[src/core/psm_cfg_pkg.sv]
// shared constants and types for the mode word and output-function block
package psm_cfg_pkg;

  // ---------------------------------------------------------------
  // command codes on the link
  // ---------------------------------------------------------------
  localparam logic [7:0] CODE_MODE = 8'hd1;
  localparam logic [7:0] CODE_OUT_CFG = 8'hd2;
  localparam logic [7:0] CODE_MEAN = 8'he2;
  localparam logic [7:0] CODE_CHAN_CFG = 8'he4;
  localparam logic [31:0] CHAN_SEL_SEQ = 32'h0000_0010;

  // ---------------------------------------------------------------
  // device_mode_word layout
  // ---------------------------------------------------------------
  localparam int MODE_ALERT_BIT = 13;
  localparam int MODE_SRST_BIT = 11;
  localparam int MODE_LOCK_BIT = 10;
  localparam int MODE_CT_LSB = 6;
  localparam int MODE_AVG_LSB = 4;
  localparam int MODE_DEPTH_LSB = 0;
  localparam logic [15:0] MODE_RW_MASK = 16'h2cff;
  localparam logic [15:0] MODE_RESET = 16'h0000;

  // ---------------------------------------------------------------
  // output_function_config layout
  // ---------------------------------------------------------------
  localparam int OUT_NUM = 12;
  localparam int CH_NUM = 16;
  localparam int CFG_MASK_LSB = 16;
  localparam logic [31:0] CFG_RW_MASK = 32'hffff_0007;
  localparam logic [31:0] CFG_RESET = 32'h0000_0002;
  localparam logic [2:0] SEL_RAIL = 3'h0;
  localparam logic [2:0] SEL_FORCE_ON = 3'h1;
  localparam logic [2:0] SEL_FORCE_OFF = 3'h2;
  localparam logic [2:0] SEL_GOOD_AND = 3'h3;
  localparam logic [2:0] SEL_ALARM_OR = 3'h4;

  // ---------------------------------------------------------------
  // timing
  // ---------------------------------------------------------------
  localparam longint CLK_HZ = 40_000_000;
  localparam int CLK_PERIOD_NS = 25;
  localparam longint SEQ_WINDOW_MS = 8;
  // longest time, rounds down
  localparam int SEQ_WINDOW_CYC = int'((SEQ_WINDOW_MS * CLK_HZ) / 1000);
  localparam int TMR_W = 19;
  localparam int CONV_BASE_NS = 1000;
  localparam logic [8:0] CONV_BASE_CYC = 9'((CONV_BASE_NS + CLK_PERIOD_NS - 1) / CLK_PERIOD_NS);
  // sample count for the largest averaging code
  localparam logic [3:0] AVG_MAX_SAMPLES = 4'h8;
  localparam logic [8:0] LOCK_LIMIT = 9'h100;

  typedef enum logic [1:0] {SEQ_IDLE, SEQ_ARMED, SEQ_CLEARED} seq_state_t;
  typedef enum logic [1:0] {H_IDLE, H_ISSUE, H_WAIT} host_state_t;

endpackage : psm_cfg_pkg

[src/core/pmbus_link_if.sv]
// command link joining the bus host end and the device end
`timescale 1ns/100ps
`default_nettype none
interface pmbus_link_if;
  logic req;
  logic we;
  logic [7:0] code;
  logic [3:0] page;
  logic [31:0] wdata;
  logic rsp_valid;
  logic rsp_err;
  logic [31:0] rdata;
  logic ara_req;
  logic ara_ack;

  modport dev (
    input req, we, code, page, wdata, ara_req,
    output rsp_valid, rsp_err, rdata, ara_ack
  );
  modport host (
    output req, we, code, page, wdata, ara_req,
    input rsp_valid, rsp_err, rdata, ara_ack
  );
endinterface : pmbus_link_if
`default_nettype wire

[src/core/psm_cfg_device.sv]
// device end: mode word, output-function selectors and rail output logic
`timescale 1ns/100ps
`default_nettype none
module psm_cfg_device
  import psm_cfg_pkg::*;
#(
  parameter int SEQ_WINDOW = SEQ_WINDOW_CYC
) (
  // clock and reset
  input wire logic clk_in,
  input wire logic arst_n_in,
  input wire logic ce_in,
  // link to the bus host
  pmbus_link_if.dev link,
  // chip-side inputs
  input wire logic [OUT_NUM-1:0] seq_enable_in,
  input wire logic [CH_NUM-1:0] chan_good_in,
  input wire logic [CH_NUM-1:0] chan_alarm_in,
  input wire logic alert_pending_in,
  input wire logic unlock_in,
  input wire logic [15:0] current_mean_result_in,
  // chip-side outputs
  output logic [OUT_NUM-1:0] rail_enable_or_gp_output_out,
  output logic soft_reset_out,
  output logic locked_out,
  output logic alert_enable_out,
  output logic [8:0] conv_cycles_out,
  output logic [3:0] adc_avg_samples_out,
  output logic [15:0] current_mean_depth_out
);

  // ---------------------------------------------------------------
  // address decode
  // ---------------------------------------------------------------
  logic [15:0] mode_r;
  logic [15:0] mode_nxt;
  logic [31:0] cfg_r [OUT_NUM];
  logic [1:0] fire_r;
  logic locked_r;

  // page selects one of the twelve outputs; pages above are unmapped
  wire hit_mode = (link.code == CODE_MODE);
  wire hit_cfg = (link.code == CODE_OUT_CFG) && (link.page < 4'(OUT_NUM));
  wire hit_mean = (link.code == CODE_MEAN);
  wire hit_any = hit_mode | hit_cfg | hit_mean;
  wire wr_mode = link.req & link.we & hit_mode;
  wire wr_cfg = link.req & link.we & hit_cfg;
  wire [31:0] rd_cfg = hit_cfg ? cfg_r[link.page] : 32'h0000_0000;
  wire [31:0] rd_data = hit_mode ? {16'h0000, mode_r} :
                        hit_cfg ? rd_cfg :
                        hit_mean ? {16'h0000, current_mean_result_in} :
                        32'h0000_0000;

  // ---------------------------------------------------------------
  // mode word
  // ---------------------------------------------------------------
  // a host write wins over an unlock arriving in the same cycle
  always_comb begin
    mode_nxt = mode_r;
    if (wr_mode) begin
      mode_nxt = link.wdata[15:0] & MODE_RW_MASK;
    end else if (unlock_in) begin
      mode_nxt[MODE_LOCK_BIT] = 1'b0;
    end
  end

  always_ff @(posedge clk_in or negedge arst_n_in) begin
    if (!arst_n_in) begin
      mode_r <= MODE_RESET;
    end else if (ce_in) begin
      mode_r <= mode_nxt;
    end
  end

  // ---------------------------------------------------------------
  // set-clear-set detectors: 0 soft reset, 1 lock
  // ---------------------------------------------------------------
  generate
    for (genvar g = 0; g < 2; g++) begin : g_seq
      localparam int B = (g == 0) ? MODE_SRST_BIT : MODE_LOCK_BIT;
      seq_state_t st_r;
      logic [TMR_W-1:0] tmr_r;
      wire wbit = link.wdata[B];
      wire expired = (tmr_r == '0);

      // window counts from the first set; late steps drop back to idle
      always_ff @(posedge clk_in or negedge arst_n_in) begin
        if (!arst_n_in) begin
          st_r <= SEQ_IDLE;
          tmr_r <= '0;
          fire_r[g] <= 1'b0;
        end else if (ce_in) begin
          fire_r[g] <= 1'b0;
          case (st_r)
            SEQ_IDLE: begin
              if (wr_mode && wbit) begin
                st_r <= SEQ_ARMED;
                tmr_r <= TMR_W'(SEQ_WINDOW - 1);
              end
            end
            SEQ_ARMED: begin
              if (expired) begin
                st_r <= SEQ_IDLE;
              end else begin
                tmr_r <= tmr_r - 1'b1;
                if (wr_mode && !wbit) begin
                  st_r <= SEQ_CLEARED;
                end
              end
            end
            SEQ_CLEARED: begin
              if (expired) begin
                st_r <= SEQ_IDLE;
              end else begin
                tmr_r <= tmr_r - 1'b1;
                if (wr_mode && wbit) begin
                  st_r <= SEQ_IDLE;
                  fire_r[g] <= 1'b1;
                end
              end
            end
            default: begin
              st_r <= SEQ_IDLE;
            end
          endcase
        end
      end
    end
  endgenerate

  // lock state; a lock completing with an unlock in the same cycle stays locked
  always_ff @(posedge clk_in or negedge arst_n_in) begin
    if (!arst_n_in) begin
      locked_r <= 1'b0;
    end else if (ce_in) begin
      if (fire_r[1]) begin
        locked_r <= 1'b1;
      end else if (unlock_in) begin
        locked_r <= 1'b0;
      end
    end
  end

  assign soft_reset_out = fire_r[0];
  assign locked_out = locked_r;
  // ---------------------------------------------------------------
  // output-function selectors and rail outputs
  // ---------------------------------------------------------------
  generate
    for (genvar i = 0; i < OUT_NUM; i++) begin : g_out
      wire [2:0] sel = cfg_r[i][2:0];
      wire [CH_NUM-1:0] mask = cfg_r[i][CFG_MASK_LSB +: CH_NUM];
      wire good_and = &(chan_good_in | ~mask);
      wire alarm_or = |(chan_alarm_in & mask);
      // reserved codes park the pin deasserted rather than guess a function
      wire level = (sel == SEL_RAIL) ? seq_enable_in[i] :
                   (sel == SEL_FORCE_ON) ? 1'b1 :
                   (sel == SEL_FORCE_OFF) ? 1'b0 :
                   (sel == SEL_GOOD_AND) ? good_and :
                   (sel == SEL_ALARM_OR) ? alarm_or :
                   1'b0;

      always_ff @(posedge clk_in or negedge arst_n_in) begin
        if (!arst_n_in) begin
          cfg_r[i] <= CFG_RESET;
          rail_enable_or_gp_output_out[i] <= 1'b0;
        end else if (ce_in) begin
          if (wr_cfg && (link.page == 4'(i))) begin
            cfg_r[i] <= link.wdata & CFG_RW_MASK;
          end
          rail_enable_or_gp_output_out[i] <= level;
        end
      end
    end
  endgenerate

  // ---------------------------------------------------------------
  // converter settings decoded from the mode word
  // ---------------------------------------------------------------
  wire [1:0] ct_code = mode_r[MODE_CT_LSB +: 2];
  wire [1:0] avg_code = mode_r[MODE_AVG_LSB +: 2];
  wire [3:0] depth_code = mode_r[MODE_DEPTH_LSB +: 4];
  wire [8:0] conv_nxt = CONV_BASE_CYC << ct_code;
  wire [3:0] avg_nxt = (avg_code == 2'h3) ? AVG_MAX_SAMPLES :
                       (4'h1 << avg_code);
  wire [15:0] depth_nxt = 16'h0001 << depth_code;

  always_ff @(posedge clk_in or negedge arst_n_in) begin
    if (!arst_n_in) begin
      conv_cycles_out <= CONV_BASE_CYC;
      adc_avg_samples_out <= 4'h1;
      current_mean_depth_out <= 16'h0001;
      alert_enable_out <= 1'b0;
    end else if (ce_in) begin
      conv_cycles_out <= conv_nxt;
      adc_avg_samples_out <= avg_nxt;
      current_mean_depth_out <= depth_nxt;
      alert_enable_out <= mode_r[MODE_ALERT_BIT];
    end
  end

  // ---------------------------------------------------------------
  // link answers
  // ---------------------------------------------------------------
  // every request is answered one cycle later; writes to the mean result
  // are accepted but change nothing
  always_ff @(posedge clk_in or negedge arst_n_in) begin
    if (!arst_n_in) begin
      link.rsp_valid <= 1'b0;
      link.rsp_err <= 1'b0;
      link.rdata <= 32'h0000_0000;
      link.ara_ack <= 1'b0;
    end else if (ce_in) begin
      link.rsp_valid <= link.req;
      link.rsp_err <= link.req & ~hit_any;
      link.rdata <= (link.req && !link.we) ? rd_data : 32'h0000_0000;
      link.ara_ack <= link.ara_req & mode_r[MODE_ALERT_BIT] & alert_pending_in;
    end
  end

endmodule : psm_cfg_device
`default_nettype wire

[src/flat_wrapper.sv]
// flat-port wrapper written by rule: the top's interface ports become plain ports
module psm_cfg_device_flat import psm_cfg_pkg::*;
#(
  parameter int SEQ_WINDOW = SEQ_WINDOW_CYC
)
  (clk_in, arst_n_in, ce_in, seq_enable_in, chan_good_in, chan_alarm_in, alert_pending_in, unlock_in, current_mean_result_in, rail_enable_or_gp_output_out, soft_reset_out, locked_out, alert_enable_out, conv_cycles_out, adc_avg_samples_out, current_mean_depth_out, link_req, link_we, link_code, link_page, link_wdata, link_ara_req, link_rsp_valid, link_rsp_err, link_rdata, link_ara_ack);
  pmbus_link_if link_i ();
  input wire logic clk_in;
  input wire logic arst_n_in;
  input wire logic ce_in;
  input wire logic [OUT_NUM-1:0] seq_enable_in;
  input wire logic [CH_NUM-1:0] chan_good_in;
  input wire logic [CH_NUM-1:0] chan_alarm_in;
  input wire logic alert_pending_in;
  input wire logic unlock_in;
  input wire logic [15:0] current_mean_result_in;
  output logic [OUT_NUM-1:0] rail_enable_or_gp_output_out;
  output logic soft_reset_out;
  output logic locked_out;
  output logic alert_enable_out;
  output logic [8:0] conv_cycles_out;
  output logic [3:0] adc_avg_samples_out;
  output logic [15:0] current_mean_depth_out;
  input wire logic [$bits(link_i.req)-1:0] link_req;
  input wire logic [$bits(link_i.we)-1:0] link_we;
  input wire logic [$bits(link_i.code)-1:0] link_code;
  input wire logic [$bits(link_i.page)-1:0] link_page;
  input wire logic [$bits(link_i.wdata)-1:0] link_wdata;
  input wire logic [$bits(link_i.ara_req)-1:0] link_ara_req;
  output wire logic [$bits(link_i.rsp_valid)-1:0] link_rsp_valid;
  output wire logic [$bits(link_i.rsp_err)-1:0] link_rsp_err;
  output wire logic [$bits(link_i.rdata)-1:0] link_rdata;
  output wire logic [$bits(link_i.ara_ack)-1:0] link_ara_ack;
  assign link_i.req = link_req;
  assign link_i.we = link_we;
  assign link_i.code = link_code;
  assign link_i.page = link_page;
  assign link_i.wdata = link_wdata;
  assign link_i.ara_req = link_ara_req;
  assign link_rsp_valid = link_i.rsp_valid;
  assign link_rsp_err = link_i.rsp_err;
  assign link_rdata = link_i.rdata;
  assign link_ara_ack = link_i.ara_ack;
  psm_cfg_device #(.SEQ_WINDOW(SEQ_WINDOW)) u_core (.clk_in(clk_in), .arst_n_in(arst_n_in), .ce_in(ce_in), .link(link_i), .seq_enable_in(seq_enable_in), .chan_good_in(chan_good_in), .chan_alarm_in(chan_alarm_in), .alert_pending_in(alert_pending_in), .unlock_in(unlock_in), .current_mean_result_in(current_mean_result_in), .rail_enable_or_gp_output_out(rail_enable_or_gp_output_out), .soft_reset_out(soft_reset_out), .locked_out(locked_out), .alert_enable_out(alert_enable_out), .conv_cycles_out(conv_cycles_out), .adc_avg_samples_out(adc_avg_samples_out), .current_mean_depth_out(current_mean_depth_out));
endmodule
[config.mk]
export PLATFORM = sky130hd
export DESIGN_NAME = psm_cfg_device_flat
export DESIGN_NICKNAME = d
export VERILOG_FILES = /design/src/core/psm_cfg_pkg.sv /design/src/core/pmbus_link_if.sv /design/src/core/psm_cfg_device.sv /design/src/flat_wrapper.sv
export SDC_FILE = /design/constraint.sdc
export NUM_CORES = 1
export LEC_CHECK = 0
export BUFFER_PORTS_ARGS = -buffer_cell sky130_fd_sc_hd__buf_4
export CAP_MARGIN = 5
export CORE_ASPECT_RATIO = 1.75
export CORE_MARGIN = 1.5
export CORE_UTILIZATION = 50
export DETAILED_ROUTE_END_ITERATION = 8
export PLACE_DENSITY = 0.69
export SYNTH_ARGS = -nofsm -noshare
export SYNTH_HDL_FRONTEND = slang
export SYNTH_SLANG_ARGS = --single-unit
[constraint.sdc]
create_clock -name clk_in -period 4.45 [get_ports clk_in]
set_clock_uncertainty 0.15 [all_clocks]
set_input_delay 1.335 -clock clk_in [delete_from_list [all_inputs] [get_ports clk_in]]
set_output_delay 1.335 -clock clk_in [all_outputs]
set_load 0.01 [all_outputs]
## Word level (Yosys, flattened, before mapping)

Cells that the tools add are included.
Widths: inputs -> output; s select.

- Add/subtract/negate cells: 2
- Multipliers: 0
- Bitwise gates (word level): 46
- Shift-type cells: 3
- Eq/ne operators: 75
- Multiplexer cells: 95
- Divide/modulo/power cells: 0
- Magnitude comparators: 2
- Reductions and logical operators: 87

Operator list:

| operator | count |
|---|---|
| $and 16x16->16 | 12 |
| $not 16->16 | 12 |
| $or 16x16->16 | 12 |
| $reduce_and 16->1 | 12 |
| $reduce_or 16->1 | 12 |
| $mux 32 | 5 |
| $bmux 32 s4 | 1 |
| $mux 19 | 4 |
| $pmux 19 s2 | 2 |
| $eq 3x2->1 const B | 24 |
| $mux 1 | 69 |
| $logic_not 19->1 | 2 |
| $sub 19x1->19 const B | 2 |
| $eq 3x1->1 const B | 12 |
| $eq 3x3->1 const B | 12 |
| $logic_not 3->1 | 12 |
| $reduce_and 2->1 | 15 |
| $eq 8x8->1 const B | 3 |
| $mux 2 | 10 |
| $logic_and 1x1->1 | 18 |
| $eq 4x3->1 const B | 4 |
| $eq 4x4->1 const B | 4 |
| $mux 16 | 1 |
| $reduce_and 4->1 | 4 |
| other kinds (23) | 46 |

- Memories: 0
- Input port bits: 112
- RAM bits: 0
- ROM bits: 0
- Logic and storage cells: 351
- Output and inout bits: 79
- Bits in latches: 0
- Register bits: 361

## Logic depth before layout (Yosys ltp)

Gate-level depths: netlist (run 1).

- Depth in word-level cells: 7
- Depth in mapped cells: 8
- Depth with buffers taken out: 7

## Worst setup path before layout (run 1)

No wires, ideal clock.

- Path type: input-to-reg
- Start point: input link_code[0]
- End point: register u_core.cfg_r[150] in the netlist's numbering
- Arrival: 3.375 ns
- Cell stages on the path: 8
- Setup time: 0.125 ns
- Buffers on the path: 3
- Data required time: 4.175 ns
- Setup slack: 0.799 ns
- Cells stage by stage: or4b_4 nor3_4 and3_1 buf_6 and3_4 buf_12 buf_12 mux2_4

- Longest elaborated chain between the ends: 5

RTL lines:

| what | RTL line | RTL |
|---|---|---|
| from (decl) | flat_wrapper.sv:26 | `input wire logic [$bits(link_i.code)-1:0] link_code;` |
| $eq 8x8->1 | psm_cfg_device.sv:43 | `wire hit_cfg = (link.code == CODE_OUT_CFG) && (link.page < 4'(OUT_NUM));` |
| $logic_and 1x1->1 | psm_cfg_device.sv:43 |  |
| $and 1x1->1 | psm_cfg_device.sv:47 | `wire wr_cfg = link.req & link.we & hit_cfg;` |
| $logic_and 1x1->1 | psm_cfg_device.sv:168 | `if (wr_cfg && (link.page == 4'(i))) begin` |
| $reduce_and 2->1 (no line) | n/a |  |
| to (signal, indexed assignment) | psm_cfg_device.sv:169 | `cfg_r[i] <= link.wdata & CFG_RW_MASK;` |
| to (decl) | psm_cfg_device.sv:37 | `logic [31:0] cfg_r [OUT_NUM];` |

No other way between the ends.
A chain may end at the register's enable or synchronous reset.

## Worst setup path in the final report (run 1)

- Start point: input link_code[1]
- End point: register u_core.g_seq[0].tmr_r[17]

- Longest elaborated chain between the ends: 5

RTL lines:

| what | RTL line | RTL |
|---|---|---|
| $eq 8x8->1 | psm_cfg_device.sv:42 | `wire hit_mode = (link.code == CODE_MODE);` |
| $and 1x1->1 | psm_cfg_device.sv:46 | `wire wr_mode = link.req & link.we & hit_mode;` |
| $logic_and 1x1->1 | psm_cfg_device.sv:96 | `if (wr_mode && wbit) begin` |
| $ne 2x1->1 (no line) | n/a |  |
| $reduce_and 4->1 (no line) | n/a |  |
| to (signal assigned) | psm_cfg_device.sv:98 | `tmr_r <= TMR_W'(SEQ_WINDOW - 1);` |
| to (signal assigned) | psm_cfg_device.sv:105 | `tmr_r <= tmr_r - 1'b1;` |
| to (signal assigned) | psm_cfg_device.sv:115 | `tmr_r <= tmr_r - 1'b1;` |
| to (decl) | psm_cfg_device.sv:82 | `logic [TMR_W-1:0] tmr_r;` |

No other way between the ends.

==> results of run 1 <==
[cells by family (layout without fill, tap and decap cells)]
| kind of cell | count (synthesis) | after routing | synth area share |
|---|---|---|---|
| other | 1 | 3 | 0.000194 |
| and+or+nand+nor | 348 | 348 | 0.106 |
| adders and majority gates | 11 | 11 | 0.00713 |
| muxes | 324 | 324 | 0.222 |
| buffers and inverters | 184 | 346 | 0.0399 |
| AOI/OAI and AO/OA | 415 | 415 | 0.160 |
| DFF | 358 | 358 | 0.465 |
[stage by stage]
| stage | utilization | instance area [sq um] | instances |
|---|---|---|---|
| final | 0.583 | 22300 | 2290 |
| after CTS | 0.583 | 22300 | 2290 |
| after global placement | 0.550 | 21100 | 2228 |
| after detailed placement | 0.550 | 21100 | 2228 |
| after global routing | 0.583 | 22300 | 2290 |
| after floorplan | - | 19300 | 1643 |
[final timing paths]
path	end	slack, ns	depth (start not counted)
max	u_core.g_seq[0].tmr_r[17]	1.03	6
min	u_core.conv_cycles_out[3]	0.33	2
max reg2reg	u_core.g_seq[0].tmr_r[8]	1.49	7
min reg2reg	u_core.conv_cycles_out[3]	0.33	2
max in group asynchronous	u_core.cfg_r[226]	2.55	2
min in group asynchronous	u_core.adc_avg_samples_out[1]	0.56	1
[flip-flops by register name, indices dropped and copies added (netlist names)]
register / flops
u_core.conv_cycles_out: 6
u_core.link.rsp_valid: 1
u_core.alert_enable_out: 1
u_core.fire_r: 1
u_core.link.rdata: 32
u_core.link.ara_ack: 1
u_core.cfg_r: 228
u_core.current_mean_depth_out: 16
u_core.locked_out: 1
u_core.soft_reset_out: 1
u_core.adc_avg_samples_out: 4
u_core.rail_enable_or_gp_output_out: 12
u_core.link.rsp_err: 1
u_core.g_seq.st_r: 4
u_core.g_seq.tmr_r: 38
u_core.mode_r: 11
[layer usage]
metal,up-vias,routed length (um)
met5,-,0
met4,0,6080
met3,303,5560
met2,949,33400
met1,7970,23700
li1,6636,-
[power groups by stage]
stage                     sequential, uW  clock, uW  combinational (uW)
after detailed placement            3510          0                 695
after global placement              3500          0                 681
after CTS                           3450       3320                 696
after global routing                3460       3440                 755
after floorplan                     3480          0                 343
final                               3460       3270                 702
[critical path, stage by stage]
cell and delay (ns):
buf_4 0.11, or4b_1 0.67, o41ai_2 0.42, nand2_1 0.42, or4_1 0.62, a21oi_1 0.15
[Yosys cell counts (all sizes together) (6+ instances only)]
library cell  instances  area [sq um]
mux2                239          2730
buf                  24           169
a22o                 56           490
a2111oi               6          52.6
clkbuf               90           338
or3                   7          43.8
or4                  16           120
nor2b                38           238
mux4                 57          1280
nor4                 11          75.1
dfrtp               342          8560
a21o                 18           135
nand4                46           294
o2bb2ai              24           210
a31oi                25           156
a21oi                32           160
a222oi               12           120
nand3                34           200
nor2                 57           214
nor3                 19           111
inv                  65           244
and4                 14           124
nand2                56           233
dfstp                16           420
mux2i                28           280
a2111o               10           113
o31ai                 9          67.6
a211oi                8          60.1
nand3b               10          75.1
o21ai                74           370
a221oi               42           368
ha                   11           138
a22oi                72           541
and3                 15          98.8
[final cells by class]
class,instances,area [sq um],area share
Clock inverter,12,195,0.00874
Timing Repair Buffer,214,1650,0.0740
Clock buffer,50,1060,0.0477
Inverter,70,263,0.0118
Multi-Input combinational cell,1101,9560,0.428
Sequential cell,358,8980,0.402
Tap cell,485,607,0.0272
==> flow_summary.toml, run 1 <==
[timing]
finalSetupViolCount = 0
hold_viol = 0
max_slew.worst_pin.slew_ns = 0.880
drv_slew = 0
relSlewSlack = 0.398
fmax_mhz = 293
min_period_ns = 3.42
setup_slack_ns = 1.03
rsz0062_at_grt = "false"
min_period_over_period = 0.768
tns_ns = 0
hold_ws_ns = 0.332

[grt]
grt_pass1_wl_mm = 103
use_met1 = 0.405
grt_usage = 0.351
grt_start_max_net_pins = 88
grt_use_met3 = 0.0590
antenna_found_initial = 0
use_met2 = 0.578
grt_pass1_vias = 16339
grt-busiest-layer = "met2"
grt_remaining_overflow = 0

[critical_path]
critPathMaxFanout = 18
worstPathRequired_ns = 4.76
startpoint = "link_code[1]"
crit_path_end_kind = "register"
crit_arrival_ns = 3.72
worstSetupStartpointType = "primary input"
critical_path_class = "primary input to register"
r2r_start = "u_core.g_seq[0].tmr_r[0]"

[drt]
vias = 15858
drtPass1Iterations = 8
via_per_inst = 6.92
drt_iter0_drc = 1533
wire_per_inst_um = 30.0
wirelength_mm = 68.8
drc = 0
ant_nets = 0

[worst_hold_path]
hold_class = "register to register"
worstHoldStart = "u_core.conv_cycles_out[3]"

[clock_tree]
postCtsSetupBuffers = 0
clockRootBuffer = "clkbuf_16"
cts_buffers = 34
clock_path_buffers = 3
postCtsHoldBufs = 0
clk_pin_slew_ns = 0.06
clock_latency_ns = 0.55
clkSinkCount = 358
cts_tree = "built"
ctsResizeCount = 0
htreeDepth = 2

[floorplan]
coreArea_sq_um = 38300
start_util = 0.504
die_area_sq_um = 39800
ios = 191
die_w_um = 152
num_rows = 95
die_y_um = 263

[power]
p_leak_uw = 0.0103
sequentialPowerShare = 0.465
ir_drop_v = 0.000365
combPwrFrac = 0.095
finalPower_uw = 7430
power_density_nw_per_um2 = 333
swShare = 0.254
internal_power_uw = 5540
pwr-share-clk = 0.440
p_switching_uw = 1880

[logic_synthesis]
synth_edf_count = 0
ys_seq_area_frac = 0.465
synthCells = 1641
synth.distinct_cells = 76
syn-mean-instance-area_sq_um = 11.8
syn-cell-area_sq_um = 19300
ys_ff_latch = 358
synth_ff_type = "dfrtp_1"
async_flop_share = 1.00
ys_warn_count = 0

[finish]
syn2layout_area_growth_pct = 15.6
mostFrequentLayoutCell = "dfrtp_1"
drive_gt1_frac = 0.335
final_nets = 1902
antenna_cells = 0
mostFrequentLayoutCells = "dfrtp_1, mux2_2, buf_4"
nFillCells = 3169

[flow_run]
maxCapViolCount = 0

[run_status]
run_status = "finished clean"

[placement]
io_buffers = 182
gp_congestion = 1.04
dp_slack_ns = 0.509
dp_hpwl_mm = 49.9
(Power assumes the default switching activity.)
==> inputs of run 2 (changes only) <==
Settings changed: ABC_AREA set to 1, PLACE_DENSITY 0.69 to 0.72.
Clock period 4.45 ns to 2.9 ns, I/O delays scaled along.
==> run 2 against run 1 <==
Compared with the run above:
- setup slack got worse by 0.41 ns
- register-to-register slack got worse by 0.81 ns
- critical path depth increased by 5
- critical endpoint is now u_core.cfg_r[55]
- first-iteration DRC count increased by 44%
- largest cell class unchanged
- total power increased by 79%
- sequential power increased by 60%
- die area increased by 8.4%
- non-clock buffer count increased by 50
- synthesized area increased by 8.5%
==> flow_summary.toml, run 2 <==
[run_status]
run_status = "finished clean"

[critical_path]
worstSetupStartpointType = "primary input"
crit_arrival_ns = 2.60
crit_path_end_kind = "register"
critical_path_class = "primary input to register"
critPathMaxFanout = 20
worstPathRequired_ns = 3.23
reg2regPathDepth = 10
reg2reg_slack_ns = 0.68
r2r_start = "u_core.g_seq[0].tmr_r[0]"
r2r_end = "u_core.g_seq[0].tmr_r[1]"

[placement]
dp_slack_ns = 0.0851
placed_area_sq_um = 23200
dp_hpwl_mm = 53.9
gp_congestion = 0.978
io_buffers = 182

[finish]
top_register = "u_core.cfg_r"
mostFrequentLayoutCell = "nand2_1"
final_nets = 3257
antenna_cells = 0
mostFrequentLayoutCells = "nand2_1, dfrtp_1, nand4_1"
reg_top3 = "u_core.cfg_r: 228 flops, u_core.g_seq.tmr_r: 38 flops, u_core.link.rdata: 32 flops"
fin_area_sq_um = 24500
nFillCells = 3839
drive_gt1_frac = 0.118
largest_register_ffs = 228
syn2layout_area_growth_pct = 16.9

[clock_tree]
postCtsSetupBuffers = 0
clock_latency_ns = 0.55
postCtsHoldBufs = 0
clockRootBuffer = "clkbuf_16"
clk_pin_slew_ns = 0.06
ctsResizeCount = 0
cts_tree = "built"
htreeDepth = 2
clkSinkCount = 358
clock_path_buffers = 3
cts_buffers = 38

[drt]
wirelength_mm = 74.4
ant_nets = 0
drc = 0
drt_iter0_drc = 2211
via_per_inst = 5.92
drtPass1Iterations = 6
wire_per_inst_um = 20.0
vias = 22014

[grt]
grt_pass1_wl_mm = 115
grt_remaining_overflow = 0
grt_usage = 0.346
grt_start_max_net_pins = 84
antenna_found_initial = 0
grt_pass1_vias = 21218

[logic_synthesis]
syn-mean-instance-area_sq_um = 6.92
ys_seq_area_frac = 0.429
ys_warn_count = 0
synth_top_area_share = 0.409
synth_ff_type = "dfrtp_1"
ys_top_cells_by_count = "nand2_1, dfrtp_1, nand4_1"
synth.distinct_cells = 36
syn-cell-area_sq_um = 20900
synth_area_leader_cell = "dfrtp_1"
synthCells = 3024
synth_edf_count = 0
synth.most_common_cell = "nand2_1"
async_flop_share = 1.00
ys_ff_latch = 358
synthTopCellsByArea = "dfrtp_1, nand2_1, nand4_1"

[flow_run]
maxCapViolCount = 0

[timing]
setup_slack_ns = 0.624
hold_ws_ns = 0.0764
min_period_ns = 2.28
relSlewSlack = 0.600
rsz0062_at_grt = "false"
hold_viol = 0
fmax_mhz = 439
tns_ns = 0
drv_slew = 0
min_period_over_period = 0.785
finalSetupViolCount = 0
max_slew.worst_pin.slew_ns = 0.600

[floorplan]
ios = 191
num_rows = 99
start_util = 0.505
die_area_sq_um = 43200
die_y_um = 274
die_w_um = 158
coreArea_sq_um = 41500

[power]
power_density_nw_per_um2 = 543
ir_drop_v = 0.000346
p_leak_uw = 0.0129

[worst_hold_path]
hold_class = "primary input to async pin"
==> run 2: worst max path at each step <==
stage	slack, ns	depth (start not counted)	from	endpoint
2_1_floorplan	0.46	10	link_code[2]	u_core.cfg_r[320]
4_1_cts	0.63	11	link_code[5]	u_core.cfg_r[55]
3_5_place_dp	0.09	11	link_code[5]	u_core.cfg_r[55]
6_report	0.62	11	link_code[5]	u_core.cfg_r[55]
5_1_grt	0.51	10	u_core.g_seq[0].tmr_r[0]	u_core.g_seq[0].tmr_r[1]
3_3_place_gp	0.12	11	link_code[5]	u_core.cfg_r[55]
==> run 2: final cells by class <==
| cell class | instances | area [sq um] | area share |
|---|---|---|---|
| clock buffer | 57 | 1110 | 0.0455 |
| clock inverter | 12 | 199 | 0.00813 |
| inverter | 128 | 482 | 0.0197 |
| multi-input combinational | 2344 | 10700 | 0.438 |
| sequential | 358 | 8980 | 0.367 |
| tap | 555 | 694 | 0.0284 |
| timing repair buffer | 264 | 2290 | 0.0935 |
==> run 2: per-layer routing <==
metal | vias up | GRT usage | share of wire
li1 | 10125 | - | -
met1 | 10215 | 0.369 | 0.34
met2 | 1207 | 0.588 | 0.49
met3 | 467 | 0.0534 | 0.075
met4 | 0 | 0.301 | 0.097
met5 | - | 0 | 0
==> run 2: logic make-up (layout without fill, tap and decap cells) <==
group / Yosys count / after routing / synth area share
AO/OA/AOI/OAI: 221 / 221 / 0.0695
XOR/XNOR: 17 / 17 / 0.00711
adder cells (fa/ha/maj): 11 / 11 / 0.00657
AND/OR/NAND/NOR: 2092 / 2092 / 0.427
buffers and inverters: 324 / 461 / 0.0612
flip-flops: 358 / 358 / 0.429
other: 1 / 3 / 0.000179
==> run 2: critical path, cell delays in order <==
cell and delay [ns]:
buf_4 0.11, inv_1 0.06, nand2_1 0.06, nor2_2 0.27, nand3_2 0.17, nor3_4 0.18, buf_12 0.16, buf_12 0.16
buf_4 0.27, nand4_1 0.18, nand2_1 0.10
==> run 2: per-stage QoR <==
step / utilization / total power [uW] / std cells
2_1_floorplan: - / 7150 / 3026
3_3_place_gp: 0.558 / 8030 / 3649
4_1_cts: 0.590 / 13300 / 3718
6_report: 0.590 / 13300 / 3718
5_1_grt: 0.590 / 13800 / 3718
3_5_place_dp: 0.558 / 8110 / 3649
==> run 2: power by group <==
part           leakage [uW]  internal, uW  switching (uW)
registers           0.00478          5260             278
logic               0.00751           808            1710
clock network      0.000640          3110            2120
